===== src/common/arcdr_regs.svh =====
// Purpose: Offsets, field positions and reset values of the audio port
//          clock and data router.
// Assumes: Included by bare name; definitions only.
// Notes:   Byte address of a register is four times its index.
`ifndef ARCDR_REGS_SVH
`define ARCDR_REGS_SVH

// Register indices (byte address = index * 4)
`define ARCDR_RAMP_IDX 8'h24
`define ARCDR_PORT1_IDX 8'h25
`define ARCDR_PORT2_IDX 8'h26
`define ARCDR_STATUS_IDX 8'h30

// Field positions of the control registers; pair and data fields are in the two port registers only
`define ARCDR_FORCE_BIT 0
`define ARCDR_SEL_LSB 1
`define ARCDR_PAIR_LSB 4
`define ARCDR_DATA_LSB 7
`define ARCDR_APPLY_BIT 10

// Stored-bit masks (apply bit reads back as zero)
`define ARCDR_RAMP_MASK 16'h000F
`define ARCDR_PORT_MASK 16'h03FF

// Reset values
`define ARCDR_RAMP_RST 16'h0002
`define ARCDR_PORT1_RST 16'h0000
`define ARCDR_PORT2_RST 16'h0092

`endif


===== src/common/arcdr_pkg.sv =====
// Purpose: Types of the audio port clock and data router.
// Assumes: Compiled before all core files.
// Notes:   Bus phase states are one-hot.
`default_nettype none
package arcdr_pkg;

  // Bus slave phase
  typedef enum logic [3:0] {
    BUS_IDLE  = 4'b0001,
    BUS_WRITE = 4'b0010,
    BUS_READ  = 4'b0100,
    BUS_RDOUT = 4'b1000
  } arcdr_bus_t;

  // Active routing of one port: data, pair, master clock codes
  typedef logic [8:0] arcdr_route_t;

endpackage : arcdr_pkg
`default_nettype wire


===== src/core/arcdr_top.sv =====
// Purpose: Register-controlled clock and data routing for audio ports
//          one and two, plus the gain-ramp frame clock selector.
// Assumes: Single AHB-Lite master; word transfers only.
// Notes:   Routed pins are combinational pass-through of their source.
// Contract
// - Without force a clock-source change waits until old and new clocks are both low, with force it happens at once.
// - Ramp codes 0-4 pick port frame clocks 1-5, 5 and 6 the playback frame clocks, 7 the record frame clock.
// - The ramp source changes only on a write with its apply bit set.
// - Port one master clock code 0 is input, 1-4 drive ports 2-5, 5-7 are reserved.
// - A data pin is input at its own port code, otherwise driven from a port, GPIO, or code 7 record data.
// - Port fields are only stored unless the apply bit is written, which applies them all together.
`timescale 1ns/1ns
`default_nettype none
`include "arcdr_regs.svh"
module arcdr_top
  import arcdr_pkg::*;
(
  input wire logic clock_in,
  input wire logic sys_rst_in,
  input wire logic clk_en_in,
  input wire logic hsel_in,
  input wire logic [31:0] haddr_in,
  input wire logic [1:0] htrans_in,
  input wire logic hwrite_in,
  input wire logic [2:0] hsize_in,
  input wire logic [31:0] hwdata_in,
  input wire logic hready_in,
  output logic hreadyout_out,
  output logic hresp_out,
  output logic [31:0] hrdata_out,
  input wire logic [4:0] master_clk_in,
  input wire logic [4:0] bit_clk_in,
  input wire logic [4:0] frame_clk_in,
  input wire logic [4:0] data_in,
  input wire logic [1:0] gpio_data_in,
  input wire logic playback_one_bit_clock_in,
  input wire logic playback_one_frame_clock_in,
  input wire logic playback_two_bit_clock_in,
  input wire logic playback_two_frame_clock_in,
  input wire logic record_bit_clock_in,
  input wire logic record_frame_clock_in,
  input wire logic record_data_in,
  output logic [1:0] master_clk_out,
  output logic [1:0] master_clk_oe_out,
  output logic [1:0] bit_clk_out,
  output logic [1:0] frame_clk_out,
  output logic [1:0] pair_oe_out,
  output logic [1:0] data_out,
  output logic [1:0] data_oe_out,
  output logic ramp_clock_out
);
  arcdr_bus_t state_r;
  arcdr_bus_t state_nxt;
  logic [7:0] idx_r;
  logic [7:0] idx_nxt;
  logic addr_ok_r;
  logic addr_ok_nxt;
  logic [31:0] rdata_r;
  logic [31:0] rdata_nxt;
  logic [15:0] ramp_reg_r;
  logic [15:0] ramp_reg_nxt;
  logic [15:0] port_reg_r [2];
  logic [15:0] port_reg_nxt [2];
  logic accept;
  logic wr_now;
  logic ramp_req;
  logic [1:0] port_req;
  logic [20:0] sync_out;
  logic [7:0] master_s8;
  logic [7:0] bit_s8;
  logic [7:0] frame_s8;
  logic [7:0] master_raw8;
  logic [7:0] bit_raw8;
  logic [7:0] frame_raw8;
  logic [7:0] data_raw8;
  logic [2:0] ramp_hold;
  logic [2:0] ramp_act;
  logic ramp_pend;
  logic ramp_safe;
  arcdr_route_t port_hold [2];
  arcdr_route_t port_act [2];
  logic [1:0] port_pend;
  logic [1:0] port_safe;

  // Address phase taken on a ready cycle with a NONSEQ/SEQ transfer
  assign accept = hsel_in && hready_in && htrans_in[1];
  assign wr_now = (state_r == BUS_WRITE) && clk_en_in;

  // Bus phase tracking, register writes and read data
  always_comb begin
    state_nxt = state_r;
    idx_nxt = idx_r;
    addr_ok_nxt = addr_ok_r;
    rdata_nxt = rdata_r;
    ramp_reg_nxt = ramp_reg_r;
    port_reg_nxt = port_reg_r;
    ramp_req = 1'b0;
    port_req = 2'b00;
    if (clk_en_in) begin
      if (state_r == BUS_READ) begin
        state_nxt = BUS_RDOUT;
        rdata_nxt = 32'h00000000;
        if (addr_ok_r) begin
          case (idx_r)
            `ARCDR_RAMP_IDX: rdata_nxt[15:0] = ramp_reg_r;
            `ARCDR_PORT1_IDX: rdata_nxt[15:0] = port_reg_r[0];
            `ARCDR_PORT2_IDX: rdata_nxt[15:0] = port_reg_r[1];
            `ARCDR_STATUS_IDX: rdata_nxt[15:0] = {9'h000, ramp_act,
              1'b0, port_pend, ramp_pend};
            default: rdata_nxt = 32'h00000000;
          endcase
        end
      end else if (accept) begin
        state_nxt = hwrite_in ? BUS_WRITE : BUS_READ;
        idx_nxt = haddr_in[9:2];
        addr_ok_nxt = (haddr_in[31:10] == 22'h000000);
      end else begin
        state_nxt = BUS_IDLE;
      end
      if (state_r == BUS_WRITE && addr_ok_r) begin
        case (idx_r)
          `ARCDR_RAMP_IDX: begin
            ramp_reg_nxt = hwdata_in[15:0] & `ARCDR_RAMP_MASK;
            ramp_req = hwdata_in[`ARCDR_APPLY_BIT];
          end
          `ARCDR_PORT1_IDX: begin
            port_reg_nxt[0] = hwdata_in[15:0] & `ARCDR_PORT_MASK;
            port_req[0] = hwdata_in[`ARCDR_APPLY_BIT];
          end
          `ARCDR_PORT2_IDX: begin
            port_reg_nxt[1] = hwdata_in[15:0] & `ARCDR_PORT_MASK;
            port_req[1] = hwdata_in[`ARCDR_APPLY_BIT];
          end
          default: ramp_reg_nxt = ramp_reg_r;
        endcase
      end
    end
  end

  // Bus and register state
  always_ff @(posedge clock_in or posedge sys_rst_in) begin
    if (sys_rst_in) begin
      state_r <= BUS_IDLE;
      idx_r <= 8'h00;
      addr_ok_r <= 1'b0;
      rdata_r <= 32'h00000000;
      ramp_reg_r <= `ARCDR_RAMP_RST;
      port_reg_r[0] <= `ARCDR_PORT1_RST;
      port_reg_r[1] <= `ARCDR_PORT2_RST;
    end else begin
      state_r <= state_nxt;
      idx_r <= idx_nxt;
      addr_ok_r <= addr_ok_nxt;
      rdata_r <= rdata_nxt;
      ramp_reg_r <= ramp_reg_nxt;
      port_reg_r <= port_reg_nxt;
    end
  end

  // One wait state on reads so a preceding write is always visible
  assign hreadyout_out = (state_r != BUS_READ);
  assign hresp_out = 1'b0;
  assign hrdata_out = rdata_r;

  // Pin clocks are sampled only for the safe-switch decision
  arcdr_sync #(.W(21)) u_sync (
    .clock_in(clock_in),
    .sys_rst_in(sys_rst_in),
    .clk_en_in(clk_en_in),
    .level_in({record_frame_clock_in, playback_two_frame_clock_in,
      playback_one_frame_clock_in, record_bit_clock_in,
      playback_two_bit_clock_in, playback_one_bit_clock_in,
      frame_clk_in, bit_clk_in, master_clk_in}),
    .level_out(sync_out)
  );

  // Eight-entry source tables: ports 1-5 then converters, GPIO, or zero for the master clock tables
  assign master_s8 = {3'b000, sync_out[4:0]};
  assign bit_s8 = {sync_out[17:15], sync_out[9:5]};
  assign frame_s8 = {sync_out[20:18], sync_out[14:10]};
  assign master_raw8 = {3'b000, master_clk_in};
  assign bit_raw8 = {record_bit_clock_in, playback_two_bit_clock_in,
    playback_one_bit_clock_in, bit_clk_in};
  assign frame_raw8 = {record_frame_clock_in, playback_two_frame_clock_in,
    playback_one_frame_clock_in, frame_clk_in};
  assign data_raw8 = {record_data_in, gpio_data_in, data_in};

  // Ramp clock: both the old and the new frame clock must be low
  assign ramp_safe = !frame_s8[ramp_hold] && !frame_s8[ramp_act];

  arcdr_apply_gate #(.W(3), .RST_VAL(3'(`ARCDR_RAMP_RST >> 1))) u_ramp_gate (
    .clock_in(clock_in),
    .sys_rst_in(sys_rst_in),
    .clk_en_in(clk_en_in),
    .req_in(ramp_req),
    .force_in(hwdata_in[`ARCDR_FORCE_BIT]),
    .safe_in(ramp_safe),
    .value_in(hwdata_in[`ARCDR_SEL_LSB +: 3]),
    .hold_out(ramp_hold),
    .active_out(ramp_act),
    .pending_out(ramp_pend)
  );

  // Selected frame clock goes straight out
  assign ramp_clock_out = frame_raw8[ramp_act];

  // Per-port routing; a code equal to the port's index p (port one 0, port two 1) is input
  for (genvar p = 0; p < 2; p++) begin : g_port
    logic [2:0] m_act;
    logic [2:0] q_act;
    logic [2:0] d_act;
    logic [2:0] m_hold;
    logic [2:0] q_hold;
    logic m_drive;
    logic q_drive;
    logic d_drive;
    logic lvl_old;
    logic lvl_new;

    assign m_act = port_act[p][2:0];
    assign q_act = port_act[p][5:3];
    assign d_act = port_act[p][8:6];
    assign m_hold = port_hold[p][2:0];
    assign q_hold = port_hold[p][5:3];

    // Master clock: reserved codes 5-7 leave the pin undriven
    assign m_drive = (m_act != 3'(p)) && (m_act < 3'h5);
    assign q_drive = (q_act != 3'(p));
    assign d_drive = (d_act != 3'(p));

    // Source levels seen by the switch decision, input reads as low
    assign lvl_old = ((m_act != 3'(p)) && master_s8[m_act])
      || ((q_act != 3'(p)) && (bit_s8[q_act] || frame_s8[q_act]));
    assign lvl_new = ((m_hold != 3'(p)) && master_s8[m_hold])
      || ((q_hold != 3'(p)) && (bit_s8[q_hold] || frame_s8[q_hold]));
    assign port_safe[p] = !lvl_old && !lvl_new;

    // Active value is the register image without its force bit
    arcdr_apply_gate #(
      .W(9),
      .RST_VAL(9'((p == 0 ? `ARCDR_PORT1_RST : `ARCDR_PORT2_RST) >> 1))
    ) u_gate (
      .clock_in(clock_in),
      .sys_rst_in(sys_rst_in),
      .clk_en_in(clk_en_in),
      .req_in(port_req[p]),
      .force_in(hwdata_in[`ARCDR_FORCE_BIT]),
      .safe_in(port_safe[p]),
      .value_in(hwdata_in[`ARCDR_SEL_LSB +: 9]),
      .hold_out(port_hold[p]),
      .active_out(port_act[p]),
      .pending_out(port_pend[p])
    );

    // Pins follow their source combinationally; input means no drive
    assign master_clk_out[p] = m_drive & master_raw8[m_act];
    assign master_clk_oe_out[p] = m_drive;
    assign bit_clk_out[p] = q_drive & bit_raw8[q_act];
    assign frame_clk_out[p] = q_drive & frame_raw8[q_act];
    assign pair_oe_out[p] = q_drive;
    assign data_out[p] = d_drive & data_raw8[d_act];
    assign data_oe_out[p] = d_drive;
  end
endmodule : arcdr_top
`default_nettype wire


===== src/core/arcdr_sync.sv =====
// Purpose: Two-stage synchroniser for a vector of independent levels.
// Assumes: Bits are unrelated; no word coherence is promised.
// Notes:   First stage feeds only the second stage.
`timescale 1ns/1ns
`default_nettype none
module arcdr_sync #(
  parameter int W = 21
) (
  input wire logic clock_in,
  input wire logic sys_rst_in,
  input wire logic clk_en_in,
  input wire logic [W-1:0] level_in,
  output logic [W-1:0] level_out
);
  logic [W-1:0] meta_r;
  logic [W-1:0] meta_nxt;
  logic [W-1:0] stab_r;
  logic [W-1:0] stab_nxt;

  // Refuse widths the logic cannot serve
  if (W < 1) begin : g_bad_w
    $error("arcdr_sync: W must be at least 1");
  end

  // Next values, held while the clock enable is low
  always_comb begin
    meta_nxt = clk_en_in ? level_in : meta_r;
    stab_nxt = clk_en_in ? meta_r : stab_r;
  end

  // Two flip-flop stages
  always_ff @(posedge clock_in or posedge sys_rst_in) begin
    if (sys_rst_in) begin
      meta_r <= '0;
      stab_r <= '0;
    end else begin
      meta_r <= meta_nxt;
      stab_r <= stab_nxt;
    end
  end

  assign level_out = stab_r;
endmodule : arcdr_sync
`default_nettype wire


===== src/core/arcdr_apply_gate.sv =====
// Purpose: Holds a requested selector value and moves it to the active
//          value either at once (forced) or when the clocks are safe.
// Assumes: safe_in is computed from hold_out and active_out by the owner.
// Notes:   A new request in the cycle of a deferred apply wins.
`timescale 1ns/1ns
`default_nettype none
module arcdr_apply_gate #(
  parameter int W = 9,
  parameter logic [W-1:0] RST_VAL = '0
) (
  input wire logic clock_in,
  input wire logic sys_rst_in,
  input wire logic clk_en_in,
  input wire logic req_in,
  input wire logic force_in,
  input wire logic safe_in,
  input wire logic [W-1:0] value_in,
  output logic [W-1:0] hold_out,
  output logic [W-1:0] active_out,
  output logic pending_out
);
  logic pend_r;
  logic pend_nxt;
  logic force_r;
  logic force_nxt;
  logic [W-1:0] hold_r;
  logic [W-1:0] hold_nxt;
  logic [W-1:0] active_r;
  logic [W-1:0] active_nxt;

  // Refuse widths the logic cannot serve
  if (W < 1) begin : g_bad_w
    $error("arcdr_apply_gate: W must be at least 1");
  end

  // Deferred apply, then a fresh request on top of it
  always_comb begin
    pend_nxt = pend_r;
    force_nxt = force_r;
    hold_nxt = hold_r;
    active_nxt = active_r;
    if (pend_r && (force_r || safe_in)) begin
      active_nxt = hold_r;
      pend_nxt = 1'b0;
    end
    if (req_in) begin
      hold_nxt = value_in;
      force_nxt = force_in;
      pend_nxt = ~force_in;
      if (force_in) begin
        active_nxt = value_in;
      end
    end
    if (!clk_en_in) begin
      pend_nxt = pend_r;
      force_nxt = force_r;
      hold_nxt = hold_r;
      active_nxt = active_r;
    end
  end

  // State registers
  always_ff @(posedge clock_in or posedge sys_rst_in) begin
    if (sys_rst_in) begin
      pend_r <= 1'b0;
      force_r <= 1'b0;
      hold_r <= RST_VAL;
      active_r <= RST_VAL;
    end else begin
      pend_r <= pend_nxt;
      force_r <= force_nxt;
      hold_r <= hold_nxt;
      active_r <= active_nxt;
    end
  end

  assign hold_out = hold_r;
  assign active_out = active_r;
  assign pending_out = pend_r;
endmodule : arcdr_apply_gate
`default_nettype wire


===== config.mk =====
export PLATFORM = sky130hd
export DESIGN_NAME = arcdr_top
export DESIGN_NICKNAME = d
export VERILOG_FILES = /design/src/common/arcdr_pkg.sv /design/src/core/arcdr_top.sv /design/src/core/arcdr_sync.sv /design/src/core/arcdr_apply_gate.sv
export VERILOG_INCLUDE_DIRS = /design/src /design/src/common
export SDC_FILE = /design/constraint.sdc
export NUM_CORES = 1
export LEC_CHECK = 0
export BUFFER_PORTS_ARGS = -buffer_cell sky130_fd_sc_hd__buf_2
export CAP_MARGIN = 5
export CORE_MARGIN = 2
export CORE_UTILIZATION = 50
export CTS_CLUSTER_DIAMETER = 30
export DETAILED_ROUTE_END_ITERATION = 7
export PLACE_DENSITY_LB_ADDON = 0.3
export RECOVER_POWER = 25
export SYNTH_ARGS = -nofsm -noshare
export SYNTH_HDL_FRONTEND = slang
export SYNTH_HIERARCHICAL = 1
export SYNTH_SLANG_ARGS = --single-unit

===== constraint.sdc =====
create_clock -name clock_in -period 2.8 [get_ports clock_in]
set_input_delay 0.14 -clock clock_in [delete_from_list [all_inputs] [get_ports clock_in]]
set_output_delay 0.14 -clock clock_in [all_outputs]
set_load 0.01 [all_outputs]

After elaboration in Yosys (flattened, before gate mapping) --
Cells that the tools add are included.
Storage, ports and cells: input bits 104, logic and storage cells 186, register bits after elaboration 159
Operators by class: mux-type cells 73, order comparisons 14, eq/ne operators 12, bitwise gates (word level) 10, reduce and logical (&&, ||, !) cells 56
Operator list (count):
- binary-select mux 1 bit (select 3 bit) | 23
- two-way mux 9 bit | 6
- < comparator 3 x 4 -> 1 bit (second input constant) | 12
- case mux 10 bit (4 select lines) | 1
- two-way mux 1 bit | 34
- equality test 8 x 6 -> 1 bit (second input constant) | 4
- logical NOT 22 bit | 1
- logical AND 1 bit | 19
- two-way mux 3 bit | 5
- != test 3 x 1 -> 1 bit (second input constant) | 5
- nonzero test 3 bit | 5
- AND reduction 2 bit | 7
- AND reduction 3 bit | 4
- logical OR 1 bit | 11
- two-way mux 10 bit | 1
- AND 1 bit | 8
- logical NOT 1 bit | 6
- < comparator 3 bit (second input constant) | 2
- nonzero test 2 bit | 3
- equality test 4 x 2 -> 1 bit (second input constant) | 1
- equality test 4 x 3 -> 1 bit (second input constant) | 1
- two-way mux 2 bit | 2
- two-way mux 4 bit | 1
- != test 4 x 3 -> 1 bit (second input constant) | 1
- inverter 1 bit | 2

Longest topological paths before layout --
Gate-level depths: netlist of run 1.
word-level depth 12, gate-level depth with buffers 9, depth with buffers taken out 7

Hierarchy --
Netlist of run 1, hierarchy kept.
By module, submodules not included:
- arcdr_top | sequential area each 1182.4 um^2, cells each 335, area an instance 3654.8 um^2, times used 1
- arcdr_sync | sequential area each 1051.0 um^2, cells each 90, area an instance 1769.2 um^2, times used 1
- arcdr_apply_gate (g_port[1].u_gate) | sequential area each 508.0 um^2, cells each 57, area an instance 890.9 um^2, times used 1
- arcdr_apply_gate (g_port[0].u_gate) | sequential area each 500.5 um^2, cells each 57, area an instance 883.3 um^2, times used 1
- arcdr_apply_gate (u_ramp_gate) | sequential area each 202.7 um^2, cells each 26, area an instance 361.6 um^2, times used 1

Worst setup path before layout of run 1 --
Ideal clock, no wire load.
path kind flip-flop to flip-flop, from register u_ramp_gate.active_r[0] (netlist: u_ramp_gate/active_out[0]), to register u_ramp_gate.active_r[1] (netlist: u_ramp_gate/active_out[1]), slack 0.340 ns, cell stages (with the launch flop) 8, arrival time 2.335 ns, path buffers 1, data required time 2.675 ns, cells stage by stage dfstp_2 > clkbuf_1 > mux4_2 > nor2b_1 > a211oi_1 > o21ai_0 > a21boi_2 > mux2_2
Between the ends: cells in the longest elaborated chain, start to end 9
Ends and longest elaborated chain:
- start, declared | line arcdr_apply_gate.sv:28 | logic [W-1:0] active_r;
- start signal, assigned | line arcdr_apply_gate.sv:73 | active_r <= active_nxt;
- binary-select mux 1 bit (select 3 bit) * | line arcdr_top.sv:189 | assign ramp_safe = !frame_s8[ramp_hold] && !frame_s8[ramp_act];
- two-way mux 1 bit (implied by the code) * | line arcdr_top.sv:189
- logical NOT 1 bit * | line arcdr_top.sv:189
- logical AND 1 bit * | line arcdr_top.sv:189
- via ramp_safe | line arcdr_top.sv:79 | logic ramp_safe;
- logical OR 1 bit * | line arcdr_apply_gate.sv:42 | if (pend_r && (force_r || safe_in)) begin
- logical AND 1 bit * | line arcdr_apply_gate.sv:42
- two-way mux 3 bit * | line arcdr_apply_gate.sv:42
- two-way mux 3 bit | line arcdr_apply_gate.sv:50 | if (force_in) begin
- two-way mux 3 bit * | line arcdr_apply_gate.sv:46 | if (req_in) begin
Mark *: on every way through the listed nets, which the timed path passes. The rest lies on a longest branch. The select of a mux whose other input is x is not followed. A chain may end at the register's enable or synchronous reset.

Worst setup path after layout of run 1 --
from register u_sync.stab_r[13] (netlist: u_sync/level_out[13]), to register g_port[1].u_gate.active_r[2]
Between the ends: cells in the longest elaborated chain, start to end 12
Ends and longest elaborated chain:
- start, declared | line arcdr_sync.sv:17 | logic [W-1:0] stab_r;
- start signal, assigned | line arcdr_sync.sv:38 | stab_r <= stab_nxt;
- binary-select mux 1 bit (select 3 bit), on equally long branches | line arcdr_top.sv:233, arcdr_top.sv:235
- two-way mux 1 bit, on equally long branches | line arcdr_top.sv:233, arcdr_top.sv:235
- logical OR 1 bit, on equally long branches | line arcdr_top.sv:233, arcdr_top.sv:235
- logical AND 1 bit, on equally long branches | line arcdr_top.sv:233, arcdr_top.sv:235
- logical OR 1 bit, on equally long branches | line arcdr_top.sv:233, arcdr_top.sv:235
- logical NOT 1 bit | line arcdr_top.sv:236 | assign port_safe[p] = !lvl_old && !lvl_new;
- logical AND 1 bit * | line arcdr_top.sv:236
- via port_safe[1] | line arcdr_top.sv:83 | logic [1:0] port_safe;
- logical OR 1 bit * | line arcdr_apply_gate.sv:42
- logical AND 1 bit * | line arcdr_apply_gate.sv:42
- two-way mux 9 bit * | line arcdr_apply_gate.sv:42
- two-way mux 9 bit | line arcdr_apply_gate.sv:50
- two-way mux 9 bit * | line arcdr_apply_gate.sv:46
- end signal, assigned | line arcdr_apply_gate.sv:73
- end, declared | line arcdr_apply_gate.sv:28
Marks and branches as above.

==> results of run 1 <==
-- routing by layer --
metal	vias to the layer above	track usage [%]
met3	23	5.399
met1	2575	27.98
met2	178	36.15
li1	2325	-
met4	0	8.080
met5	-	0
-- report_power, final --
group / switching, mW / internal (mW) / leakage [nW] / total, mW
Combinational: 0.278 / 0.284 / 2.19 / 0.562
Sequential: 0.116 / 2.09 / 1.76 / 2.21
Clock: 0.811 / 1.46 / 0.294 / 2.28
Total: 1.21 / 3.84 / 4.24 / 5.04
-- timing repair --
item / CTS / global route
hold endpoints to repair: 95 / 0
endpoints found under the setup margin: 0 / 14
buffers inserted: 0 / 1
hold buffers: 27 / 0
resized for setup: 0 / 2
-- final cells by class --
type	count	area, µm²
Sequential cell	137	3445
Fill cell	1138	5742
Clock inverter	8	117.6
Clock buffer	24	481.7
Tap cell	184	230.2
Multi-Input combinational cell	379	3643
Timing Repair Buffer	146	917.1
Inverter	18	67.56
-- stage by stage --
stage / hold WS [ps] / util [%] / cell area [µm²] / total power, mW
after floorplan: -45.77 / - / 7642 / 2.615
after global placement: 149.7 / 55.22 / 8087 / 2.771
after detailed placement: 166.0 / 55.22 / 8087 / 2.799
after CTS: 2.845 / 61.16 / 8956 / 5.114
after global routing: 12.85 / 60.79 / 8902 / 5.238
final: 14.86 / 60.79 / 8902 / 5.043
-- kinds of logic (layout without fill, tap and decap cells) --
| kind of cell | count (synthesis) | in the layout | synth area share, % |
|---|---|---|---|
| xor gates and xnor gates | 1 | 1 | 0.1159 |
| AOI/OAI and AO/OA | 76 | 76 | 7.729 |
| other | 1 | 23 | 0.04960 |
| buffers and inverters | 71 | 196 | 6.405 |
| DFF | 137 | 137 | 45.56 |
| muxes | 176 | 176 | 31.38 |
| and+or+nand+nor | 103 | 103 | 8.756 |
-- cell usage in the layout (no fill, tap or decap), drive strengths merged, types with 13 or more instances in the layout --
cell / synthesis / layout
mux4: 16 / 16
nor2: 20 / 20
nand2: 17 / 17
dfstp: 13 / 13
buf: 48 / 117
dfrtp: 124 / 124
conb: 1 / 23
dlygate4sd3: 0 / 27
inv: 18 / 17
a22o: 17 / 17
clkbuf: 5 / 26
mux2: 148 / 148
-- path summary, 6_finish.rpt --
check                                      from  cells after the start                             end  slack, ps
max                        u_sync/level_out[13]                      7  g_port[1].u_gate/active_out[2]        220
min                             frame_clk_in[4]                      2               u_sync/meta_r[14]         10
max reg2reg                u_sync/level_out[13]                      7  g_port[1].u_gate/active_out[2]        220
min reg2reg                    u_sync/meta_r[9]                      1             u_sync/level_out[9]        490
max in group asynchronous            sys_rst_in                      4                      state_r[0]       1620
min in group asynchronous            sys_rst_in                      3       u_ramp_gate/active_out[2]        320
-- critical path, delay by kind of cell, from the launching register on --
kind | cells | cell delay (ps)
mux | 2 | 690
simple gates | 2 | 670
compound gates | 3 | 670
flops | 1 | 420
-- sequential cells by signal (all words and copies together) (netlist names), 2 cells and up --
register,count
g_port.u_gate/active_out,18
g_port.u_gate/force_r,2
g_port.u_gate/hold_out,18
g_port.u_gate/pending_out,2
hrdata_out,10
idx_r,8
port_reg_r,20
ramp_reg_r,4
state_r,4
u_ramp_gate/active_out,3
u_ramp_gate/hold_out,3
u_sync/level_out,21
u_sync/meta_r,21
==> impl_metrics.py, run 1 <==
metrics = {
    "sta": {
        "clock_skew_ps": 8.892,
        "rsz0062_at_grt": "no",
        "final.min_clock_period_ps": 2581,
        "setup_ws_ps": 219.3,
        "worst_pin_slew_ps": 1674,
        "setup_viol": 0,
        "period_share_pct": 92.17,
        "timing_hold_violations_final": 0,
        "tns_ps": 0,
        "slew-limit-headroom_pct": -11.57,
        "drv_slew": 59,
        "fmax_mhz": 387.5,
    },
    "logic_synthesis": {
        "seq_area_frac_synth_pct": 45.56,
        "synthDistinctLibCells": 62,
        "syn_area_per_cell_um2": 13.38,
        "yosysMostFrequentCell": "dfrtp_1",
        "async_reset_ff_share_pct": 100.0,
        "synth_enable_flop_cells": 0,
        "synth_flop_cell": "dfrtp_1",
        "synth_cells": 565,
        "synth_top_cell_by_area": "dfrtp_1",
        "yosys_warnings": 6,
        "synth_area_mm2": 0.007560,
        "ys_top_cells_by_area": "dfrtp_1 41%, mux2_2 12%, mux2_4 12%, mux4_2 4.8%, dfstp_2 4.5%",
        "ys_seq_elements": 137,
        "synth.top_cell.area_share_pct": 41.05,
        "synthTopCellsByCount": "124 x dfrtp_1, 83 x mux2_2, 60 x mux2_4",
    },
    "detailed_routing": {
        "detail-route-antenna-nets": 0,
        "dr.pass1.iters": 4,
        "wl_per_cell_um": 18.96,
        "met2_length_um": 8348,
        "route.detailed.drc": 0,
        "drtIter0Drc": 250,
        "dr_total_vias": 5101,
        "vias_per_cell": 5.693,
        "met1_length_um": 7417,
        "routed.top_layer": "met4",
        "wl_um": 16980,
        "dr_wl_met3_um": 953,
    },
    "layout": {
        "nets": 803,
        "stdcell_count": 896,
        "syn2layout_area_growth_pct": 17.76,
        "drive_gt1_share_pct": 44.52,
        "antenna_cells": 0,
    },
    "critical_path": {
        "critPathKind": "reg2reg",
        "cp.arrival_ps": 2880,
        "cpPeakStageDelay_ps": 420,
        "critPathCaptureType": "register",
        "crit_slowest_cell": "dfrtp_1",
        "cp.required_ps": 3100,
        "path_max_fanout": 9,
        "path_cells": "nor2_1 > mux4_2 > a22oi_1 > nor4_2 > o21ai_0 > a21boi_4 > mux2_2",
        "start_kind": "register",
    },
    "place": {
        "gp_congestion": 0.8456,
        "dp_hpwl_um": 12120,
        "placed_cells": 836,
        "place.port_buffers": 102,
        "pre_cts_ws_ps": 125.8,
    },
    "clocking": {
        "cts_buffers": 17,
        "cts.sinks": 137,
        "insertion_delay_ps": 430,
        "cts.reportedPaths.clkPinSlew_ps": 60,
        "cts_tree": "done",
        "cts-root-buf": "clkbuf_16",
        "h-tree-depth": 4,
        "clockBufferDepth": 2,
    },
    "outcome": {
        "outcome": "finished with violations",
        "violations": "max-capacitance violations, max-slew violations",
    },
    "power": {
        "power_density_mw_per_mm2": 566.4,
        "leakagePower_nw": 4.238,
        "peakVddDrop_v": 0.0004262,
    },
    "floorplan": {
        "pin_count": 153,
        "die_y_um": 127.0,
        "die-width_um": 127.0,
        "die_area_mm2": 0.01612,
        "rows": 44,
        "start_util_pct": 51.62,
        "core_area_mm2": 0.01464,
    },
    "grt": {
        "track_usage_pct": 21.85,
        "grt_pass1_vias": 5330,
        "grt_pass1_wl_um": 27340,
        "antenna_found_initial": 0,
        "grt_start_max_net_pins": 59,
        "gr-total-overflow": 0,
    },
    "worst_hold_path": {
        "hp-class": "in2reg",
    },
    "job": {
        "drv_cap": 1,
    },
}
Power figures use the tool's default switching activity.
==> inputs of run 2 (changes only) <==
--- a/config.mk
+++ b/config.mk
@@ -8,11 +8,13 @@
 export LEC_CHECK = 0
 export BUFFER_PORTS_ARGS = -buffer_cell sky130_fd_sc_hd__buf_2
 export CAP_MARGIN = 5
+export CELL_PAD_IN_SITES_DETAIL_PLACEMENT = 1
+export CELL_PAD_IN_SITES_GLOBAL_PLACEMENT = 1
 export CORE_MARGIN = 2
-export CORE_UTILIZATION = 50
+export CORE_UTILIZATION = 45
 export CTS_CLUSTER_DIAMETER = 30
 export DETAILED_ROUTE_END_ITERATION = 7
-export PLACE_DENSITY_LB_ADDON = 0.3
+export PLACE_DENSITY_LB_ADDON = 0.1
 export RECOVER_POWER = 25
 export SYNTH_ARGS = -nofsm -noshare
 export SYNTH_HDL_FRONTEND = slang
==> run 2 against run 1 <==
Net effect: the flow now finishes without violations; sequential cell count unchanged; non-clock buffer count increased by 2; via count about the same; register-to-register slack got worse by 70 ps; clock power increased by 11%; setup slack got worse by 73 ps; global-route usage increased by 0.48 points; sequential share of layout area decreased by 0.86 points; clock skew decreased by 3.1 ps; final cell count increased by 4.2%; first-iteration DRC count increased by 15%; critical path depth unchanged; largest cell class unchanged; largest power group unchanged.
==> impl_metrics.py, run 2 (synthesis results as in run 1) <==
metrics = {
    "outcome": {
        "outcome": "completed",
    },
    "floorplan": {
        "die_area_mm2": 0.01785,
        "die_y_um": 133.6,
        "core_area_mm2": 0.01652,
        "rows": 47,
        "pin_count": 153,
        "start_util_pct": 45.75,
        "die-width_um": 133.6,
    },
    "detailed_routing": {
        "wl_um": 18900,
        "drtIter0Drc": 287,
        "vias_per_cell": 5.460,
        "dr_total_vias": 5100,
        "detail-route-antenna-nets": 0,
        "wl_per_cell_um": 20.24,
        "route.detailed.drc": 0,
        "dr.pass1.iters": 4,
    },
    "critical_path": {
        "crit_slowest_cell": "a21boi_4",
        "r2r-start": "idx_r[7]",
        "crit_buf_inv": 0,
        "cp.required_ps": 3100,
        "cp.arrival_ps": 2960,
        "path_max_fanout": 10,
        "cp_num_cells": 7,
        "r2r_cells": 7,
        "cpPeakStageDelay_ps": 420,
        "critPathKind": "reg2reg",
        "ff2ff_setup_slack_ps": 150,
        "critPathCaptureType": "register",
        "start_kind": "register",
        "crit_family": "simple AND/OR/NAND/NOR gates",
        "path_cells": "nor4b_4 > and2_2 > nand3b_4 > nor2_1 > nand2_4 > a21boi_4 > mux2_2",
        "regToRegEndpoint": "g_port[1].u_gate/active_out[8]",
    },
    "sta": {
        "period_share_pct": 94.76,
        "fmax_mhz": 376.9,
        "rsz0062_at_grt": "no",
        "worst_pin_slew_ps": 1100,
        "setup_ws_ps": 146.7,
        "timing_hold_violations_final": 0,
        "clock_skew_ps": 5.795,
        "tns_ps": 0,
        "slew-limit-headroom_pct": 26.67,
        "final.min_clock_period_ps": 2653,
        "setup_viol": 0,
        "drv_slew": 0,
    },
    "grt": {
        "grt_start_max_net_pins": 59,
        "grt_pass1_wl_um": 30930,
        "track_usage_pct": 22.33,
        "gr-total-overflow": 0,
        "grt_pass1_vias": 5649,
        "antenna_found_initial": 0,
    },
    "layout": {
        "syn2layout_area_growth_pct": 20.44,
        "layout_common_cells": "124 x dfrtp_1, 101 x buf_2, 83 x mux2_2",
        "antenna_cells": 0,
        "drive_gt1_share_pct": 48.04,
        "final_common_cell": "dfrtp_1",
        "nets": 805,
    },
    "clocking": {
        "clockBufferDepth": 2,
        "cts_tree": "done",
        "cts-root-buf": "clkbuf_16",
        "h-tree-depth": 4,
        "cts_buffers": 17,
        "post_cts_buffers": 0,
        "cts.reportedPaths.clkPinSlew_ps": 60,
        "insertion_delay_ps": 420,
        "cts.sinks": 137,
    },
    "power": {
        "p_seq_share_pct": 41.2,
        "intPower_mw": 4.109,
        "peakVddDrop_v": 0.0004280,
        "clock_power_share_pct": 47.3,
        "p_sw_share_pct": 23.12,
        "power_density_mw_per_mm2": 587.0,
        "p_comb_share_pct": 11.6,
        "leakagePower_nw": 4.371,
        "power_mw": 5.345,
        "switching_power_mw": 1.236,
    },
    "place": {
        "pre_cts_ws_ps": 51.64,
        "place.port_buffers": 102,
        "gp_congestion": 0.8112,
        "dp_hpwl_um": 13560,
    },
    "worst_hold_path": {
        "hold_depth": 2,
        "hp-class": "in2reg",
        "hold_end": "u_sync/meta_r[13]",
        "min_from": "frame_clk_in[3]",
    },
    "job": {
        "drv_cap": 0,
    },
}
## run 2: cell types whose count changed in the layout (fill, tap and decap cells not counted), moves of 2 or more
cell           change
bufinv_16          +2
mux2_1            -21
mux2_4            +21
buf_4              +4
clkinv_2           -2
clkbuf_8           +2
dlygate4sd3_1      -2
## run 2: routing by layer
layer	global-route usage [%]	routed length [µm]	vias up	share of wire [%]
met4	5.910	229	0	1.2
met2	37.89	9532	101	50
li1	-	-	2334	-
met1	29.52	8584	2647	45
met3	4.262	554	18	2.9
met5	0	0	-	0
## run 2: what timing repair did
item / in CTS / in global routing
gates resized for setup: 0 / 2
endpoints found under the setup margin: 0 / 18
hold buffers: 25 / 0
hold endpoints to repair: 132 / 0
## run 2: power by group through the flow
stage | Sequential (mW) | Clock [mW] | Combinational [mW]
after floorplan | 2.19 | 0 | 0.429
after global placement | 2.22 | 0 | 0.571
after detailed placement | 2.23 | 0 | 0.589
after CTS | 2.20 | 2.57 | 0.621
after global routing | 2.21 | 2.67 | 0.671
final | 2.20 | 2.53 | 0.618
## run 2: stage by stage
step	utilization [%]	hold slack [ps]	instances	cell area, µm²
6_report	55.10	29.34	934	9105
5_1_grt	55.10	3.145	934	9105
4_1_cts	55.05	1.107	934	9097
3_5_place_dp	49.51	167.5	877	8182
3_3_place_gp	49.51	150.4	877	8182
2_1_floorplan	-	-45.77	587	7642
## run 2: worst max path at each step
| stage | start | endpoint | slack, ps |
|---|---|---|---|
| after global routing | idx_r[7] | g_port[1].u_gate/active_out[8] | 6 |
| after floorplan | u_ramp_gate/active_out[0] | u_ramp_gate/active_out[1] | 340 |
| after CTS | u_sync/level_out[16] | g_port[0].u_gate/active_out[2] | 30 |
| after detailed placement | u_sync/level_out[19] | g_port[0].u_gate/active_out[2] | 50 |
| after global placement | u_sync/level_out[19] | g_port[0].u_gate/active_out[5] | 170 |
| final | idx_r[7] | g_port[1].u_gate/active_out[8] | 150 |
## run 2: area by class of cell
cell class	instances	area, µm²
timing repair buffer	148	927.1
inverter	18	67.56
clock inverter	7	160.2
multi-input combinational	379	3725
sequential	137	3445
tap	220	275.3
clock buffer	25	505.5
fill	1667	7420
==> inputs of run 3 (changes only) <==
==> constraint.sdc (replaced) <==
create_clock -name clock_in -period 2.8 [get_ports clock_in]
set_input_delay 0.28 -clock clock_in [delete_from_list [all_inputs] [get_ports clock_in]]
set_output_delay 0.28 -clock clock_in [all_outputs]
set_load 0.01 [all_outputs]
==> run 3 against run 2 <==
Net effect: register-to-register slack worse by 40 ps; die area is the same; final cell count fell by 2.0%; via count shrank 2.3%; global-route usage is 0.44 points lower; setup slack worse by 44 ps; sequential power hardly changed; clock power shrank 6%; sequential cell count unchanged; power is 3.5% lower; utilization fell by 1.7 points; largest cell class unchanged.
==> impl_metrics.py, run 3 (synthesis results as in run 1) <==
metrics = {
    "grt": {
        "grt_start_max_net_pins": 59,
        "grt_pass1_vias": 5492,
        "grt_pass1_wl_um": 30060,
        "busiest_layer": "met2",
        "track_usage_pct": 21.89,
        "gr-total-overflow": 0,
        "antenna_found_initial": 0,
        "grt_use_met1_pct": 28.33,
        "grt_use_met2_pct": 37.11,
        "met3_usage_pct": 5.061,
    },
    "floorplan": {
        "rows": 47,
        "core_area_mm2": 0.01652,
        "die_area_mm2": 0.01785,
        "die_y_um": 133.6,
        "start_util_pct": 45.75,
        "pin_count": 153,
        "die-width_um": 133.6,
    },
    "critical_path": {
        "path_max_fanout": 7,
        "critPathCaptureType": "register",
        "ff2ff_setup_slack_ps": 100,
        "critPathKind": "reg2reg",
        "cp.arrival_ps": 2990,
        "cp.required_ps": 3100,
        "start_kind": "register",
    },
    "power": {
        "power_density_mw_per_mm2": 584.7,
        "leakagePower_nw": 4.226,
        "peakVddDrop_v": 0.0004448,
    },
    "detailed_routing": {
        "drtIter0Drc": 290,
        "detail-route-antenna-nets": 0,
        "vias_per_cell": 5.444,
        "wl_um": 18340,
        "dr_total_vias": 4981,
        "wl_per_cell_um": 20.05,
        "route.detailed.drc": 0,
        "dr.pass1.iters": 4,
    },
    "place": {
        "place.port_buffers": 102,
        "gp_congestion": 0.8435,
        "dp_hpwl_um": 13330,
    },
    "clocking": {
        "cts_buffers": 17,
        "cts_tree": "done",
        "h-tree-depth": 4,
        "insertion_delay_ps": 420,
        "post_cts_buffers": 0,
        "cts.reportedPaths.clkPinSlew_ps": 60,
        "cts.sinks": 137,
        "clockBufferDepth": 2,
        "cts-root-buf": "clkbuf_16",
    },
    "outcome": {
        "outcome": "completed",
    },
    "sta": {
        "worst_pin_slew_ps": 1092,
        "timing_hold_violations_final": 0,
        "period_share_pct": 96.31,
        "clock_skew_ps": 5.830,
        "rsz0062_at_grt": "no",
        "slew-limit-headroom_pct": 27.21,
        "final.min_clock_period_ps": 2697,
        "fmax_mhz": 370.8,
        "tns_ps": 0,
        "setup_viol": 0,
        "drv_slew": 0,
    },
    "layout": {
        "nets": 786,
        "syn2layout_area_growth_pct": 16.72,
        "final_common_cell": "dfrtp_1",
        "final_util_pct": 53.40,
        "layout_common_cells": "123 x dfrtp_1, 101 x buf_2, 83 x mux2_2",
        "drive_gt1_share_pct": 48.49,
        "antenna_cells": 0,
    },
    "worst_hold_path": {
        "hp-class": "in2reg",
    },
    "job": {
        "drv_cap": 0,
    },
}
[run 3: cell count changes in the layout (fill, tap and decap cells not counted), moves of 2 or more]
cell           delta
mux2_4           -13
clkbuf_8          +2
bufinv_16         -2
buf_4             +5
dlygate4sd3_1    -24
mux2_1           +13
[run 3: where the power goes]
part	switching [mW]	leakage (nW)	internal [mW]
registers	0.111	1.75	2.09
clock network	0.827	0.313	1.57
logic	0.284	2.16	0.283
total	1.22	4.23	3.94
[run 3: path summary, 6_finish.rpt]
check,cells past startpoint,from,to
max,9,g_port[0].u_gate/active_out[4],g_port[0].u_gate/active_out[7]
min,2,hwrite_in,state_r[2]
max reg2reg,9,g_port[0].u_gate/active_out[4],g_port[0].u_gate/active_out[7]
min reg2reg,1,u_sync/meta_r[4],u_sync/meta_r[4]
max in group asynchronous,4,sys_rst_in,u_sync/level_out[3]
min in group asynchronous,3,sys_rst_in,u_ramp_gate/pending_out
[run 3: layer usage]
metal,vias to the layer above,share of wire (%)
met2,102,50
met5,-,0
met4,0,1.1
met1,2569,46
met3,14,3.4
li1,2296,-
[run 3: final cells by class]
cell class / count / area, µm²
fill: 1736 / 7701
multi-input combinational: 379 / 3674
sequential: 137 / 3446
timing repair buffer: 129 / 724.4
clock buffer: 26 / 529.3
tap: 220 / 275.3
clock inverter: 6 / 107.6
inverter: 18 / 67.56
[run 3: critical path: stages (launching register included)]
cell,delay [ps]
dfrtp_1,480
nor2b_1,210
nor3b_1,160
or4_1,480
a211oi_1,250
buf_4,170
o21ai_0,130
a21boi_4,230
buf_4,150
mux2_2,320
[run 3: through the flow]
stage | power, mW | cells | setup slack (ps) | area [µm²] | hold slack [ps]
6_report | 5.159 | 915 | 103.2 | 8823 | 62.27
5_1_grt | 5.379 | 915 | 6.760 | 8823 | 68.60
4_1_cts | 5.238 | 915 | 42.54 | 8866 | 44.03
3_5_place_dp | 2.821 | 882 | 48.83 | 8219 | 307.7
3_3_place_gp | 2.798 | 882 | 117.6 | 8219 | 295.3
2_1_floorplan | 2.615 | 587 | 340.4 | 7642 | 94.23
[run 3: repair_timing]
item | CTS | global route
setup endpoints to repair | 0 | 18
endpoints found under the hold margin | 6 | 0
gates resized for setup | 0 | 3
hold buffers | 1 | 0
